File: config.mk
export PLATFORM = sky130hd
export DESIGN_NAME = cid_config
export DESIGN_NICKNAME = d
export VERILOG_FILES = /design/src/cid_pkg.sv /design/src/cid_config.sv
export SDC_FILE = /design/constraint.sdc
export NUM_CORES = 1
export LEC_CHECK = 0
export BUFFER_PORTS_ARGS = -buffer_cell sky130_fd_sc_hd__buf_2
export CAP_MARGIN = 20
export CORE_AREA = 5 5 132 134
export DETAILED_ROUTE_END_ITERATION = 12
export DIE_AREA = 0 0 137 139
export PLACE_DENSITY = 0.48
export SKIP_CTS_REPAIR_TIMING = 1
export SLEW_MARGIN = 20
export SYNTH_ARGS = -nofsm -noshare
export SYNTH_HDL_FRONTEND = slang
export SYNTH_SLANG_ARGS = --single-unit
File: constraint.sdc
create_clock -name i_clk -period 3 [get_ports i_clk]
set_clock_uncertainty 0.05 [all_clocks]
set_input_delay 0 -clock i_clk [delete_from_list [all_inputs] [get_ports i_clk]]
set_output_delay 0 -clock i_clk [all_outputs]
set_load 0.01 [all_outputs]
File: src/cid_pkg.sv
// Package of constants for the caller-identity receiver configuration block
package cid_pkg;
  // Internal setting register addresses on the three-bit index
  localparam logic [2:0] ADDR_ROW_TOL = 3'h0;
  localparam logic [2:0] ADDR_COL_MODE = 3'h1;
  localparam logic [2:0] ADDR_ALERT_DATA_GAIN = 3'h2;
  localparam logic [2:0] ADDR_DIGIT_GAIN = 3'h3;
  localparam logic [2:0] ADDR_ALERT_DIGIT_HYST = 3'h4;
  localparam logic [2:0] ADDR_DATA_CARRIER_HYST = 3'h5;
  // Bit position of the load strobe inside the index register
  localparam int IDX_STROBE_BIT = 4;
  // Field positions in the column and mode register
  localparam int MODE_TONE_BIT = 4;
  localparam int PT_RESTART_BIT = 5;
  localparam int AT_PAUSE_BIT = 6;
  // Reset values
  localparam logic [7:0] ROW_TOL_RST = 8'h00;
  localparam logic [7:0] COL_MODE_RST = 8'h00;
  localparam logic [7:0] GAIN_RST = 8'h55;
  localparam logic [7:0] HYST_RST = 8'h00;
  localparam logic [7:0] GUARD_ZERO = 8'h00;
  // Gain nibble range
  localparam logic [3:0] GAIN_MAX = 4'ha;
  localparam logic [3:0] GAIN_UNITY = 4'h5;
  // Tolerance codes as decoded selections
  localparam logic [1:0] TOL_FINE = 2'h0;
  localparam logic [1:0] TOL_MID = 2'h1;
  localparam logic [1:0] TOL_WIDE = 2'h2;
  localparam logic [1:0] TOL_RSVD = 2'h3;
  // Guard timer tick: period in ns, cycles of the 50 ns system clock
  localparam int CLK_PERIOD_NS = 50;
  localparam int GUARD_TICK_NS = 858000;
  localparam int GUARD_TICK_CYC = GUARD_TICK_NS / CLK_PERIOD_NS;
endpackage

File: src/cid_config.sv
// Caller-identity receiver setting registers and digit guard timing
`timescale 1ns/1ns
module cid_config #(
  parameter int TICK_CYC = cid_pkg::GUARD_TICK_CYC
) (
  input wire logic i_clk,
  input wire logic i_rst,
  input wire logic [7:0] i_gain_write_data,
  input wire logic [7:0] i_gain_write_index,
  input wire logic i_caller_global_enable,
  input wire logic i_data_decoder_enable,
  input wire logic [7:0] i_present_guard_limit,
  input wire logic [7:0] i_absent_guard_limit,
  input wire logic i_tone_seen,
  input wire logic [3:0] i_tone_digit,
  input wire logic i_data_ready,
  output logic [7:0] o_row_tolerance_reg,
  output logic [7:0] o_column_mode_reg,
  output logic [7:0] o_alert_data_gain_reg,
  output logic [7:0] o_digit_gain_reg,
  output logic [7:0] o_alert_digit_hysteresis_reg,
  output logic [7:0] o_data_carrier_hysteresis_reg,
  output logic [1:0] o_row_tol_sel,
  output logic [1:0] o_col_tol_sel,
  output logic o_tone_detect_mode,
  output logic [7:0] o_tone_result_reg,
  output logic o_digit_valid,
  output logic o_data_decoder_on
);
  // Tolerance nibble decode, shared by row and column
  function automatic logic [1:0] tol_decode(input logic [3:0] code);
    if (code[3:2] != 2'h0) begin
      tol_decode = cid_pkg::TOL_RSVD;
    end else if (code[1]) begin
      tol_decode = cid_pkg::TOL_WIDE;
    end else if (code[0]) begin
      tol_decode = cid_pkg::TOL_MID;
    end else begin
      tol_decode = cid_pkg::TOL_FINE;
    end
  endfunction

  // Gain nibble clamp: out-of-range codes would select no step
  function automatic logic [7:0] gain_fix(input logic [7:0] v);
    logic [3:0] hi;
    logic [3:0] lo;
    hi = (v[7:4] > cid_pkg::GAIN_MAX) ? cid_pkg::GAIN_MAX : v[7:4];
    lo = (v[3:0] > cid_pkg::GAIN_MAX) ? cid_pkg::GAIN_MAX : v[3:0];
    gain_fix = {hi, lo};
  endfunction

  // Two-flop synchronisers for the analogue-side tone inputs
  logic tone_s1;
  logic tone_s2;
  logic [3:0] digit_s1;
  logic [3:0] digit_s2;
  always_ff @(posedge i_clk or posedge i_rst) begin
    if (i_rst) begin
      tone_s1 <= 1'b0;
      tone_s2 <= 1'b0;
      digit_s1 <= 4'h0;
      digit_s2 <= 4'h0;
    end else begin
      tone_s1 <= i_tone_seen;
      tone_s2 <= tone_s1;
      digit_s1 <= i_tone_digit;
      digit_s2 <= digit_s1;
    end
  end

  // Strobe edge detect on the index register
  logic strobe_d;
  logic load;
  always_ff @(posedge i_clk or posedge i_rst) begin
    if (i_rst) begin
      strobe_d <= 1'b0;
    end else begin
      strobe_d <= i_gain_write_index[cid_pkg::IDX_STROBE_BIT];
    end
  end
  assign load = i_gain_write_index[cid_pkg::IDX_STROBE_BIT] & ~strobe_d;

  // Internal setting registers; upper row bits forced zero as reserved
  always_ff @(posedge i_clk or posedge i_rst) begin
    if (i_rst) begin
      o_row_tolerance_reg <= cid_pkg::ROW_TOL_RST;
      o_column_mode_reg <= cid_pkg::COL_MODE_RST;
      o_alert_data_gain_reg <= cid_pkg::GAIN_RST;
      o_digit_gain_reg <= cid_pkg::GAIN_RST;
      o_alert_digit_hysteresis_reg <= cid_pkg::HYST_RST;
      o_data_carrier_hysteresis_reg <= cid_pkg::HYST_RST;
    end else if (load) begin
      unique case (i_gain_write_index[2:0])
        cid_pkg::ADDR_ROW_TOL: o_row_tolerance_reg <= {4'h0, i_gain_write_data[3:0]};
        cid_pkg::ADDR_COL_MODE: o_column_mode_reg <= {1'b0, i_gain_write_data[6:0]};
        cid_pkg::ADDR_ALERT_DATA_GAIN: o_alert_data_gain_reg <= gain_fix(i_gain_write_data);
        cid_pkg::ADDR_DIGIT_GAIN: o_digit_gain_reg <= gain_fix(i_gain_write_data);
        cid_pkg::ADDR_ALERT_DIGIT_HYST: o_alert_digit_hysteresis_reg <= i_gain_write_data;
        cid_pkg::ADDR_DATA_CARRIER_HYST: o_data_carrier_hysteresis_reg <= i_gain_write_data;
        default: ;
      endcase
    end
  end

  // Decoded settings for the analogue side
  always_ff @(posedge i_clk or posedge i_rst) begin
    if (i_rst) begin
      o_row_tol_sel <= cid_pkg::TOL_FINE;
      o_col_tol_sel <= cid_pkg::TOL_FINE;
      o_tone_detect_mode <= 1'b0;
      o_data_decoder_on <= 1'b0;
    end else begin
      o_row_tol_sel <= tol_decode(o_row_tolerance_reg[3:0]);
      o_col_tol_sel <= tol_decode(o_column_mode_reg[3:0]);
      o_tone_detect_mode <= o_column_mode_reg[cid_pkg::MODE_TONE_BIT];
      o_data_decoder_on <= i_caller_global_enable & i_data_decoder_enable;
    end
  end

  // Guard timer tick prescaler
  logic [$clog2(TICK_CYC+1)-1:0] pre;
  logic tick;
  assign tick = (pre == '0);
  always_ff @(posedge i_clk or posedge i_rst) begin
    if (i_rst) begin
      pre <= '0;
    end else if (tick) begin
      pre <= ($clog2(TICK_CYC+1))'(TICK_CYC - 1);
    end else begin
      pre <= pre - 1'b1;
    end
  end

  // Guard state machine: present count then absent count
  typedef enum logic [1:0] {CID_IDLE, CID_PRESENT, CID_VALID, CID_ABSENT} cid_state_e;
  cid_state_e state;
  logic [7:0] pt_cnt;
  logic [7:0] at_cnt;
  logic [3:0] last_digit;
  logic tone_ok;
  // Tone detector mode never validates digits
  assign tone_ok = tone_s2 & ~o_column_mode_reg[cid_pkg::MODE_TONE_BIT] & i_caller_global_enable;
  always_ff @(posedge i_clk or posedge i_rst) begin
    if (i_rst) begin
      state <= CID_IDLE;
      pt_cnt <= cid_pkg::GUARD_ZERO;
      at_cnt <= cid_pkg::GUARD_ZERO;
      last_digit <= 4'h0;
    end else begin
      unique case (state)
        CID_IDLE: begin
          pt_cnt <= cid_pkg::GUARD_ZERO;
          last_digit <= digit_s2;
          if (tone_ok) begin
            state <= CID_PRESENT;
          end
        end
        CID_PRESENT: begin
          last_digit <= digit_s2;
          if (!tone_ok) begin
            state <= CID_IDLE;
          end else if (o_column_mode_reg[cid_pkg::PT_RESTART_BIT] && digit_s2 != last_digit) begin
            pt_cnt <= cid_pkg::GUARD_ZERO;
          end else if (pt_cnt == i_present_guard_limit) begin
            state <= CID_VALID;
          end else if (tick) begin
            pt_cnt <= pt_cnt + 8'h01;
          end
        end
        CID_VALID: begin
          at_cnt <= cid_pkg::GUARD_ZERO;
          if (!tone_ok) begin
            state <= CID_ABSENT;
          end
        end
        CID_ABSENT: begin
          if (at_cnt == i_absent_guard_limit) begin
            state <= CID_IDLE;
            pt_cnt <= cid_pkg::GUARD_ZERO;
          end else if (tick) begin
            if (!tone_ok) begin
              at_cnt <= at_cnt + 8'h01;
            end else if (!o_column_mode_reg[cid_pkg::AT_PAUSE_BIT]) begin
              if (at_cnt == cid_pkg::GUARD_ZERO) begin
                state <= CID_VALID;
              end else begin
                at_cnt <= at_cnt - 8'h01;
              end
            end
          end
        end
      endcase
    end
  end

  // Result register and valid flag
  always_ff @(posedge i_clk or posedge i_rst) begin
    if (i_rst) begin
      o_tone_result_reg <= 8'h00;
      o_digit_valid <= 1'b0;
    end else begin
      if (state == CID_PRESENT && tone_ok && pt_cnt == i_present_guard_limit
          && !(o_column_mode_reg[cid_pkg::PT_RESTART_BIT] && digit_s2 != last_digit)) begin
        o_tone_result_reg <= {4'h0, digit_s2};
        o_digit_valid <= 1'b1;
      end else if (state == CID_ABSENT && at_cnt == i_absent_guard_limit) begin
        o_digit_valid <= 1'b0;
      end
    end
  end

  // Assertions
  a_load_row_zero: assert property (@(posedge i_clk) disable iff (i_rst)
    load && i_gain_write_index[2:0] == cid_pkg::ADDR_ROW_TOL |=> o_row_tolerance_reg[7:4] == 4'h0)
    else $error("row reserved bits not zero");
  a_row_tol_map: assert property (@(posedge i_clk) disable iff (i_rst)
    o_row_tolerance_reg[3:0] == 4'h1 |=> o_row_tol_sel == cid_pkg::TOL_MID)
    else $error("row tolerance decode wrong");
  a_col_tol_map: assert property (@(posedge i_clk) disable iff (i_rst)
    o_column_mode_reg[3:1] == 3'h1 |=> o_col_tol_sel == cid_pkg::TOL_WIDE)
    else $error("column tolerance decode wrong");
  a_mode_follow: assert property (@(posedge i_clk) disable iff (i_rst)
    ##1 o_tone_detect_mode == $past(o_column_mode_reg[cid_pkg::MODE_TONE_BIT]))
    else $error("mode bit not followed");
  a_pt_restart: assert property (@(posedge i_clk) disable iff (i_rst)
    state == CID_PRESENT && tone_ok && o_column_mode_reg[cid_pkg::PT_RESTART_BIT]
    && digit_s2 != last_digit |=> pt_cnt == 8'h00)
    else $error("present counter not restarted");
  a_at_pause: assert property (@(posedge i_clk) disable iff (i_rst)
    state == CID_ABSENT && tone_ok && o_column_mode_reg[cid_pkg::AT_PAUSE_BIT]
    |=> $stable(at_cnt))
    else $error("absent counter did not pause");
  a_gain_range: assert property (@(posedge i_clk) disable iff (i_rst)
    o_digit_gain_reg[3:0] <= cid_pkg::GAIN_MAX && o_alert_data_gain_reg[7:4] <= cid_pkg::GAIN_MAX)
    else $error("gain nibble out of range");
  a_hyst_load: assert property (@(posedge i_clk) disable iff (i_rst)
    load && i_gain_write_index[2:0] == cid_pkg::ADDR_ALERT_DIGIT_HYST
    |=> o_alert_digit_hysteresis_reg == $past(i_gain_write_data))
    else $error("hysteresis not loaded");
  a_decoder_off: assert property (@(posedge i_clk) disable iff (i_rst)
    !i_data_decoder_enable |=> !o_data_decoder_on)
    else $error("data decoder not disabled");
  a_no_load_hold: assert property (@(posedge i_clk) disable iff (i_rst)
    !load |=> $stable(o_column_mode_reg))
    else $error("setting changed without strobe edge");
  a_valid_digit: assert property (@(posedge i_clk) disable iff (i_rst)
    $rose(o_digit_valid) |-> o_tone_result_reg[3:0] == $past(digit_s2) && pt_cnt == i_present_guard_limit)
    else $error("digit not captured at validation");
  a_absent_drop: assert property (@(posedge i_clk) disable iff (i_rst)
    state == CID_ABSENT && at_cnt == i_absent_guard_limit |=> !o_digit_valid && state == CID_IDLE)
    else $error("valid not dropped at absent limit");
  c_load_col: cover property (@(posedge i_clk) load && i_gain_write_index[2:0] == cid_pkg::ADDR_COL_MODE);
  c_digit_ok: cover property (@(posedge i_clk) $rose(o_digit_valid));
  c_digit_end: cover property (@(posedge i_clk) $fell(o_digit_valid));
  c_absent_pause: cover property (@(posedge i_clk) state == CID_ABSENT && tone_ok
    && o_column_mode_reg[cid_pkg::AT_PAUSE_BIT]);
endmodule

==> results of run 1 <==
## worst paths after layout
path | from | end | cells after the start | slack (ns)
max in group asynchronous | i_rst | o_data_carrier_hysteresis_reg[7]$_DFFE_PP0P_ | 5 | 1.79
hold / removal | i_gain_write_index[2] | o_row_tolerance_reg[0]$_DFFE_PP0P_ | 4 | 0.03
min in group asynchronous | i_rst | tone_s1$_DFF_PP0_ | 3 | 0.27
hold reg to reg | digit_s1[3]$_DFF_PP0_ | digit_s2[3]$_DFF_PP0_ | 0 | 0.30
setup reg to reg | pre[0]$_DFF_PP0_ | pt_cnt[4]$_DFFE_PP0P_ | 8 | 0.49
setup / recovery | pre[0]$_DFF_PP0_ | pt_cnt[4]$_DFFE_PP0P_ | 8 | 0.49
## stage by stage
| step | total power (W) | util (%) | instances |
|---|---|---|---|
| 2_1_floorplan | 0.00195 | - | 430 |
| 3_3_place_gp | 0.00221 | 33.3 | 725 |
| 3_5_place_dp | 0.00222 | 33.3 | 725 |
| 4_1_cts | 0.00348 | 35.3 | 741 |
| 5_1_grt | 0.00363 | 36.5 | 761 |
| 6_report | 0.00344 | 36.5 | 761 |
## cells in the mapped netlist (9+ instances only)
library cell | instances | area [um^2]
nor4_1 | 9 | 56.3
dfrtp_1 | 94 | 2350
buf_4 | 9 | 67.6
nand2_1 | 44 | 165
clkbuf_1 | 9 | 33.8
a21oi_1 | 11 | 55.1
nor2_1 | 18 | 67.6
xor2_1 | 14 | 123
o21ai_0 | 37 | 185
mux2_2 | 32 | 360
nand3_1 | 17 | 85.1
xnor2_1 | 17 | 149
## layout make-up
class                           instances  area, um^2  area share, %
Tap cell                              220         275           4.66
Clock inverter                          7        85.1           1.44
Multi-Input combinational cell        298        2010           34.0
Inverter                                8        32.5          0.551
Timing Repair Buffer                  117         716           12.1
Sequential cell                       102        2560           43.4
Clock buffer                            9         225           3.82
## cell families (layout without fill, tap and decap cells)
kind of cell	Yosys count	in the layout	synth area share, %
xor+xnor	31	31	5.78
buf+inv	30	141	3.33
flops	102	102	54.6
mux	37	37	9.17
compound gates	75	75	9.86
other cells	1	9	0.0799
simple gates	139	139	15.3
fa+ha+maj	7	7	1.87
## layout by cell type, fill, tap and decap left out, types with 9 or more instances in the layout
| cell type | count |
|---|---|
| a21oi_1 | 11 |
| dfrtp_1 | 94 |
| nand3_1 | 17 |
| conb_1 | 9 |
| nor2_1 | 18 |
| buf_2 | 90 |
| nor4_1 | 9 |
| xor2_1 | 14 |
| o21ai_0 | 37 |
| dlygate4sd3_1 | 20 |
| nand2_1 | 44 |
| xnor2_1 | 17 |
| clkbuf_16 | 9 |
| mux2_2 | 32 |
## power by group through the flow
stage	Clock, W	Sequential [W]	Combinational [W]
after floorplan	0	0.00173	0.000222
after global placement	0	0.00167	0.000541
after detailed placement	0	0.00167	0.000549
after CTS	0.00128	0.00165	0.000550
after global routing	0.00134	0.00167	0.000618
final	0.00124	0.00165	0.000554
## routing by layer
layer / part of all wire (%) / vias to the layer above
met2: 49 / 80
li1: - / 1716
met4: 1.1 / 0
met3: 7.6 / 10
met1: 42 / 1735
met5: 0 / -
## critical path, delay by kind of cell (launching register included)
kind	cells	cell delay, ns
buffers and inverters	1	0.11
adder cells (fa/ha/maj)	1	0.15
AO/OA/AOI/OAI	3	0.69
AND/OR/NAND/NOR	3	1.02
flip-flops	1	0.40
==> impl_metrics.json, run 1 <==
{
  "max_cap_violations": 0,
  "n_fill_cell": 1639,
  "slew-limit-headroom_pct": 44.9,
  "first_pass_iters": 4,
  "ys_seq_elements": 102,
  "dpl_cell_area_mm2": 0.00539,
  "clock_latency_ns": 0.35,
  "setup_violations": 0,
  "clkPwrFrac_pct": 36.0,
  "start_util_pct": 29.0,
  "yosysUniqueCellTypes": 51,
  "grt_overflow_total": 0,
  "post-route-min-period_ns": 2.51,
  "core_area_mm2": 0.0162,
  "cts_tree": "built",
  "gp_congestion": 0.785,
  "yosys_warnings": 0,
  "cellPowerDensity_mw_per_mm2": 583,
  "drt_first_iter_violations": 159,
  "syn_avg_cell_area_um2": 11.1,
  "wirelength_um": 11400,
  "final-hold-violation-count": 0,
  "synthToLayoutAreaGrowth_pct": 25.7,
  "grt_usage_pct": 12.2,
  "worstMarginPinSlew_ns": 0.819,
  "status": "complete, no violations",
  "p_seq_share_pct": 47.8,
  "final_cell_area_mm2": 0.00590,
  "cp-end-kind": "flip-flop",
  "fmax_ghz": 0.398,
  "ios": 105,
  "cp_max_fo": 6,
  "grt_max_degree": 55,
  "vias": 3541,
  "p_int_w": 0.00247,
  "cp.required_ns": 3.22,
  "yosysSeqAreaShare_pct": 54.6,
  "grt_util_met1_pct": 15.3,
  "synth_edf_count": 0,
  "place_ws_ns": 0.475,
  "slew_viol_final": 0,
  "antenna_found_initial": 0,
  "drive_above_1_share_pct": 30.9,
  "p_comb_share_pct": 16.1,
  "cts_made_buffers": 9,
  "holdWs_ns": 0.0350,
  "netSwitchingPower_w": 0.000970,
  "met3_usage_pct": 5.04,
  "rows": 47,
  "die_area_mm2": 0.0190,
  "dpl.hpwl_um": 8300,
  "max_stage_delay_ns": 0.40,
  "synth_flop_cell": "dfrtp_1",
  "ir_drop_v": 0.000253,
  "async_flop_share_pct": 100,
  "die_h_um": 139,
  "avgRoutedWirePerCell_um": 15.0,
  "grt_pass1_wl_um": 18200,
  "largest_register_ffs": 15,
  "cts_sinks": 102,
  "setup.worst_path.start_class": "flip-flop",
  "tns_ns": 0,
  "worstPathArrival_ns": 2.73,
  "hold_class": "in2reg",
  "cts_buffer_depth": 2,
  "grt_pass1_vias": 3443,
  "diodes": 0,
  "regMostFlops": "pre",
  "cts.root.buffer_cell": "clkbuf_16",
  "vias_per_cell": 4.65,
  "path_cells": "inv_1 > ha_1 > nor4b_2 > nand4_1 > a211oi_1 > o21ai_0 > or2_2 > o31ai_1",
  "dieWidth_um": 137,
  "ant_nets": 0,
  "power.leakage_nw": 2.71,
  "rsz0062_at_grt": "false",
  "crit_type": "reg2reg",
  "use_met2_pct": 19.4,
  "remaining_drc_errors": 0,
  "synth_cells": 422,
  "io_buffer_count": 90,
  "final_nets": 585,
  "power.share.switching_pct": 28.2,
  "setup_slack_ns": 0.490,
  "htree_levels": 3,
  "synth_area_mm2": 0.00469,
  "post-route-period-util_pct": 83.7,
  "cpMaxStageDelayCell": "dfrtp_1",
  "grt-busiest-layer": "met2",
  "path_clk_slew_ns": 0.08
}
Note: power is estimated with default switching activity, not from simulation.
==> run 2, diff against run 1 <==
- PLACE_DENSITY: 0.48 -> 0.49
- clock period: 3 -> 2 ns (I/O delays scaled with it)
==> run 2 against run 1 <==
Compared with the run above: sequential cell count stayed put; non-clock buffer count is 67 higher; final area is 12% higher; largest cell class unchanged; sequential share of layout area is 4.8 points lower; count of clock-buffer cells in the layout is 1 higher; worst hold slack better by 0.0091 ns; the flow now finishes with violations (setup timing); via count is 7.0% higher; total power is 50% higher; highest routed layer unchanged.
==> impl_metrics.json, run 2 (synthesized netlist as in run 1, its figures left out) <==
{
  "crit_type": "reg2reg",
  "final_common_cell": "dfrtp_1",
  "regMostFlops": "pre",
  "cts_sinks": 102,
  "ff2ff_setup_slack_ns": -0.21,
  "gp_congestion": 0.817,
  "cp_max_fo": 5,
  "cts_buffer_depth": 2,
  "vias": 3788,
  "slew_viol_final": 0,
  "setup.worst_path.start_class": "flip-flop",
  "first_pass_iters": 4,
  "rows": 47,
  "clock_latency_ns": 0.36,
  "hold_class": "in2reg",
  "ios": 105,
  "holdWs_ns": 0.0441,
  "max_cap_violations": 0,
  "fmax_ghz": 0.453,
  "final_nets": 652,
  "start_util_pct": 29.0,
  "drive_above_1_share_pct": 44.9,
  "grt_pass1_vias": 3882,
  "io_buffer_count": 90,
  "setup_violations": 20,
  "status": "complete, but fails checks",
  "violations": "setup timing",
  "startpoint": "digit_s2[2]$_DFF_PP0_",
  "antenna_found_initial": 0,
  "ant_nets": 0,
  "worstMarginPinSlew_ns": 0.591,
  "cp-end-kind": "flip-flop",
  "setup_slack_ns": -0.206,
  "whs_endpoint": "o_digit_gain_reg[5]$_DFFE_PP0P_",
  "tns_ns": -1.94,
  "post-route-period-util_pct": 110,
  "rr_worst_depth": 5,
  "final_cell_mix": "94 x dfrtp_1, 90 x buf_2, 69 x buf_4",
  "ir_drop_v": 0.000458,
  "cts_tree": "built",
  "dpl.hpwl_um": 9030,
  "drt_first_iter_violations": 156,
  "largest_register_ffs": 15,
  "worstPathArrival_ns": 2.40,
  "power.leakage_nw": 3.08,
  "grt_max_degree": 103,
  "rsz0062_at_grt": "true",
  "path_clk_slew_ns": 0.07,
  "avgRoutedWirePerCell_um": 15.0,
  "min-delay-start": "i_gain_write_index[0]",
  "slew-limit-headroom_pct": 60.6,
  "cts.root.buffer_cell": "clkbuf_16",
  "r2r-start": "digit_s2[2]$_DFF_PP0_",
  "final-hold-violation-count": 0,
  "cp.required_ns": 2.19,
  "synthToLayoutAreaGrowth_pct": 41.4,
  "final_util_pct": 41.1,
  "vias_per_cell": 4.57,
  "die_area_mm2": 0.0190,
  "grt_usage_pct": 13.1,
  "hold_depth": 3,
  "remaining_drc_errors": 0,
  "diodes": 0,
  "grt_pass1_wl_um": 19800,
  "die_h_um": 139,
  "dp.cells": 790,
  "cellPowerDensity_mw_per_mm2": 777,
  "wirelength_um": 12400,
  "stdcell_count": 828,
  "grt_overflow_total": 0,
  "dieWidth_um": 137,
  "htree_levels": 3,
  "cts_made_buffers": 9,
  "core_area_mm2": 0.0162,
  "r2r_end": "o_tone_result_reg[2]$_DFFE_PP0P_",
  "post-route-min-period_ns": 2.21,
  "n_fill_cell": 1585
}
==> run 2: cell count changes in the layout (fill, tap and decap cells not counted), moves of 5 or more <==
| cell | delta |
|---|---|
| buf_4 | +63 |
| buf_6 | +5 |
| ha_1 | -5 |
| nor4_1 | -5 |
| nor4_2 | +5 |
| o21ai_0 | -12 |
| o21ai_1 | +5 |
| o21ai_2 | +7 |
==> run 2: where the power goes <==
| part | switching, W | total (W) | internal, W | leakage [nW] |
|---|---|---|---|---|
| sequential | 0.000141 | 0.00246 | 0.00232 | 1.24 |
| combinational | 0.000484 | 0.000937 | 0.000453 | 1.68 |
| clock | 0.000846 | 0.00176 | 0.000914 | 0.149 |
| total | 0.00147 | 0.00516 | 0.00368 | 3.08 |
==> run 2: worst max path at each step <==
stage,slack (ns),end
4_1_cts,-0.25,o_tone_result_reg[2]$_DFFE_PP0P_
6_report,-0.21,o_tone_result_reg[2]$_DFFE_PP0P_
2_1_floorplan,-0.38,o_tone_result_reg[0]$_DFFE_PP0P_
3_3_place_gp,-0.22,o_tone_result_reg[1]$_DFFE_PP0P_
5_1_grt,-0.26,o_tone_result_reg[1]$_DFFE_PP0P_
3_5_place_dp,-0.24,o_tone_result_reg[2]$_DFFE_PP0P_
==> run 2: area by class of cell <==
class / count / area (um^2) / area share (%)
tap: 220 / 275 / 4.15
timing repair buffer: 184 / 1230 / 18.6
clock inverter: 6 / 62.6 / 0.942
sequential: 102 / 2560 / 38.6
multi-input combinational: 298 / 2230 / 33.5
inverter: 8 / 38.8 / 0.584
clock buffer: 10 / 239 / 3.60
==> run 2: through the flow <==
stage / cell area (um^2) / setup WS, ns / total power (W)
6_report: 6640 / -0.206 / 0.00516
2_1_floorplan: 4800 / -0.379 / 0.00294
3_3_place_gp: 5940 / -0.221 / 0.00337
3_5_place_dp: 5940 / -0.239 / 0.00339
5_1_grt: 6640 / -0.255 / 0.00545
4_1_cts: 6240 / -0.249 / 0.00519
==> run 2: worst max-delay path: stages (launching register included) <==
cell,delay (ns)
dfrtp_1,0.39
xor2_1,0.17
o41a_1,0.45
or3_4,0.35
or3_4,0.39
mux2_4,0.31
==> run 2: per-layer routing <==
metal	wire length (um)	track usage (%)	up-vias	part of all wire, %
met4	204	5.20	0	1.6
li1	-	-	1839	-
met5	0	0	-	0
met3	617	3.63	12	5.0
met2	6240	21.1	70	50
met1	5320	16.6	1867	43
==> run 3, diff against run 2 <==
- BUFFER_PORTS_ARGS: -buffer_cell sky130_fd_sc_hd__buf_2 -> unset
- DONT_BUFFER_PORTS: unset -> 1
- PLACE_DENSITY: 0.49 -> 0.43
==> run 3 against run 2 <==
Compared with the run above: the run still ends with setup timing left; worst setup slack worse by 0.00067 ns; core utilization is 2.1 points lower; die area stayed put; total power is 3.3% lower; via count is 6.7% lower; global-route usage is 0.093 points lower; highest routed layer unchanged.
==> impl_metrics.json, run 3 (synthesized netlist as in run 1, its figures left out) <==
{
  "htree_levels": 3,
  "rsz0062_at_grt": "true",
  "hold_class": "in2reg",
  "ant_nets": 0,
  "rows": 47,
  "vias_per_cell": 4.70,
  "grt_util_met1_pct": 16.7,
  "ir_drop_v": 0.000428,
  "met3_usage_pct": 5.70,
  "start_util_pct": 29.0,
  "grt_max_degree": 38,
  "avgRoutedWirePerCell_um": 16.5,
  "crit_type": "reg2reg",
  "netSwitchingPower_w": 0.00138,
  "path_clk_slew_ns": 0.07,
  "cp-end-kind": "flip-flop",
  "cts_made_buffers": 9,
  "first_pass_iters": 4,
  "cts_tree": "built",
  "tns_ns": -2.42,
  "worstMarginPinSlew_ns": 0.650,
  "fmax_ghz": 0.453,
  "drive_above_1_share_pct": 35.3,
  "p_int_w": 0.00361,
  "setup_slack_ns": -0.207,
  "cts_sinks": 102,
  "setup.worst_path.start_class": "flip-flop",
  "final_cell_area_mm2": 0.00631,
  "dpl_cell_area_mm2": 0.00553,
  "worstPathArrival_ns": 2.39,
  "cp.required_ns": 2.19,
  "cp_max_fo": 5,
  "grt_pass1_vias": 3553,
  "remaining_drc_errors": 0,
  "synthToLayoutAreaGrowth_pct": 34.4,
  "status": "complete, but fails checks",
  "violations": "setup timing",
  "grt-busiest-layer": "met2",
  "max_cap_violations": 0,
  "largest_register_ffs": 15,
  "vias": 3535,
  "dieWidth_um": 137,
  "dpl.hpwl_um": 8940,
  "die_h_um": 139,
  "grt_overflow_total": 0,
  "power.leakage_nw": 2.78,
  "post-route-period-util_pct": 110,
  "diodes": 0,
  "gp_congestion": 0.809,
  "final_cell_mix": "94 x dfrtp_1, 79 x buf_4, 43 x nand2_1",
  "post-route-min-period_ns": 2.21,
  "ios": 105,
  "drt_first_iter_violations": 172,
  "cts.root.buffer_cell": "clkbuf_16",
  "clkPwrFrac_pct": 35.9,
  "power.share.switching_pct": 27.6,
  "grt_usage_pct": 13.0,
  "clock_latency_ns": 0.35,
  "cts_buffer_depth": 2,
  "p_seq_share_pct": 52.5,
  "cellPowerDensity_mw_per_mm2": 791,
  "regMostFlops": "pre",
  "final-hold-violation-count": 0,
  "grt_pass1_wl_um": 19300,
  "use_met2_pct": 19.8,
  "total_power_w": 0.00499,
  "p_comb_share_pct": 11.6,
  "slew-limit-headroom_pct": 56.6,
  "place_ws_ns": -0.229,
  "wirelength_um": 12400,
  "core_area_mm2": 0.0162,
  "die_area_mm2": 0.0190,
  "antenna_found_initial": 0,
  "final_nets": 576,
  "setup_violations": 18,
  "slew_viol_final": 0,
  "final_common_cell": "dfrtp_1",
  "io_buffer_count": 0
}
run 3: cell count changes in the layout (fill, tap and decap cells not counted), moves of 3 or more:
cell | before | now
buf_2 | 90 | 0
buf_4 | 69 | 79
o21ai_2 | 7 | 2
o21ai_0 | 25 | 29
dlygate4sd3_1 | 19 | 22
run 3: layout make-up:
type	instances	area [um^2]
sequential	102	2560
tap	220	275
timing repair buffer	108	901
fill	1611	9860
clock inverter	6	68.8
inverter	8	41.3
clock buffer	10	229
multi-input combinational	298	2230
run 3: final timing paths:
path / start / depth (start not counted) / end / slack, ns
worst max-delay path: last_digit[1]$_DFFE_PP0P_ / 5 / o_tone_result_reg[2]$_DFFE_PP0P_ / -0.21
worst min-delay path: i_gain_write_index[0] / 4 / o_column_mode_reg[0]$_DFFE_PP0P_ / 0.003
worst max register to register: last_digit[1]$_DFFE_PP0P_ / 5 / o_tone_result_reg[2]$_DFFE_PP0P_ / -0.21
worst min register to register: digit_s1[1]$_DFF_PP0_ / 0 / digit_s2[1]$_DFF_PP0_ / 0.30
max in group asynchronous: i_rst / 3 / o_alert_data_gain_reg[4]$_DFFE_PP1P_ / 0.97
min in group asynchronous: i_rst / 2 / pt_cnt[6]$_DFFE_PP0P_ / 0.17
run 3: critical path, cell delays in order, from the launching register on:
cell and delay [ns]:
dfrtp_1 0.39, xor2_1 0.16, o41a_1 0.45, or3_4 0.35
or3_4 0.39, mux2_4 0.31
run 3: per-layer routing:
| layer | vias up | wire [um] |
|---|---|---|
| met2 | 81 | 6050 |
| met3 | 8 | 1000 |
| met5 | - | 0 |
| met1 | 1762 | 5210 |
| li1 | 1684 | - |
| met4 | 0 | 121 |
run 3: power groups by stage:
stage                     Sequential [W]  Clock, W  Combinational (W)
final                            0.00262   0.00179           0.000580
after detailed placement         0.00266         0           0.000500
after global placement           0.00266         0           0.000484
after global routing             0.00265   0.00193           0.000648
after floorplan                  0.00259         0           0.000348
after CTS                        0.00263   0.00186           0.000500
run 3: stage by stage:
step / util, % / std cells / hold slack (ns)
2_1_floorplan: - / 430 / -0.0186
3_3_place_gp: 34.2 / 705 / -0.0473
3_5_place_dp: 34.2 / 705 / -0.0465
4_1_cts: 36.0 / 721 / -0.426
5_1_grt: 39.0 / 752 / 0.00243
6_report: 39.0 / 752 / 0.00262
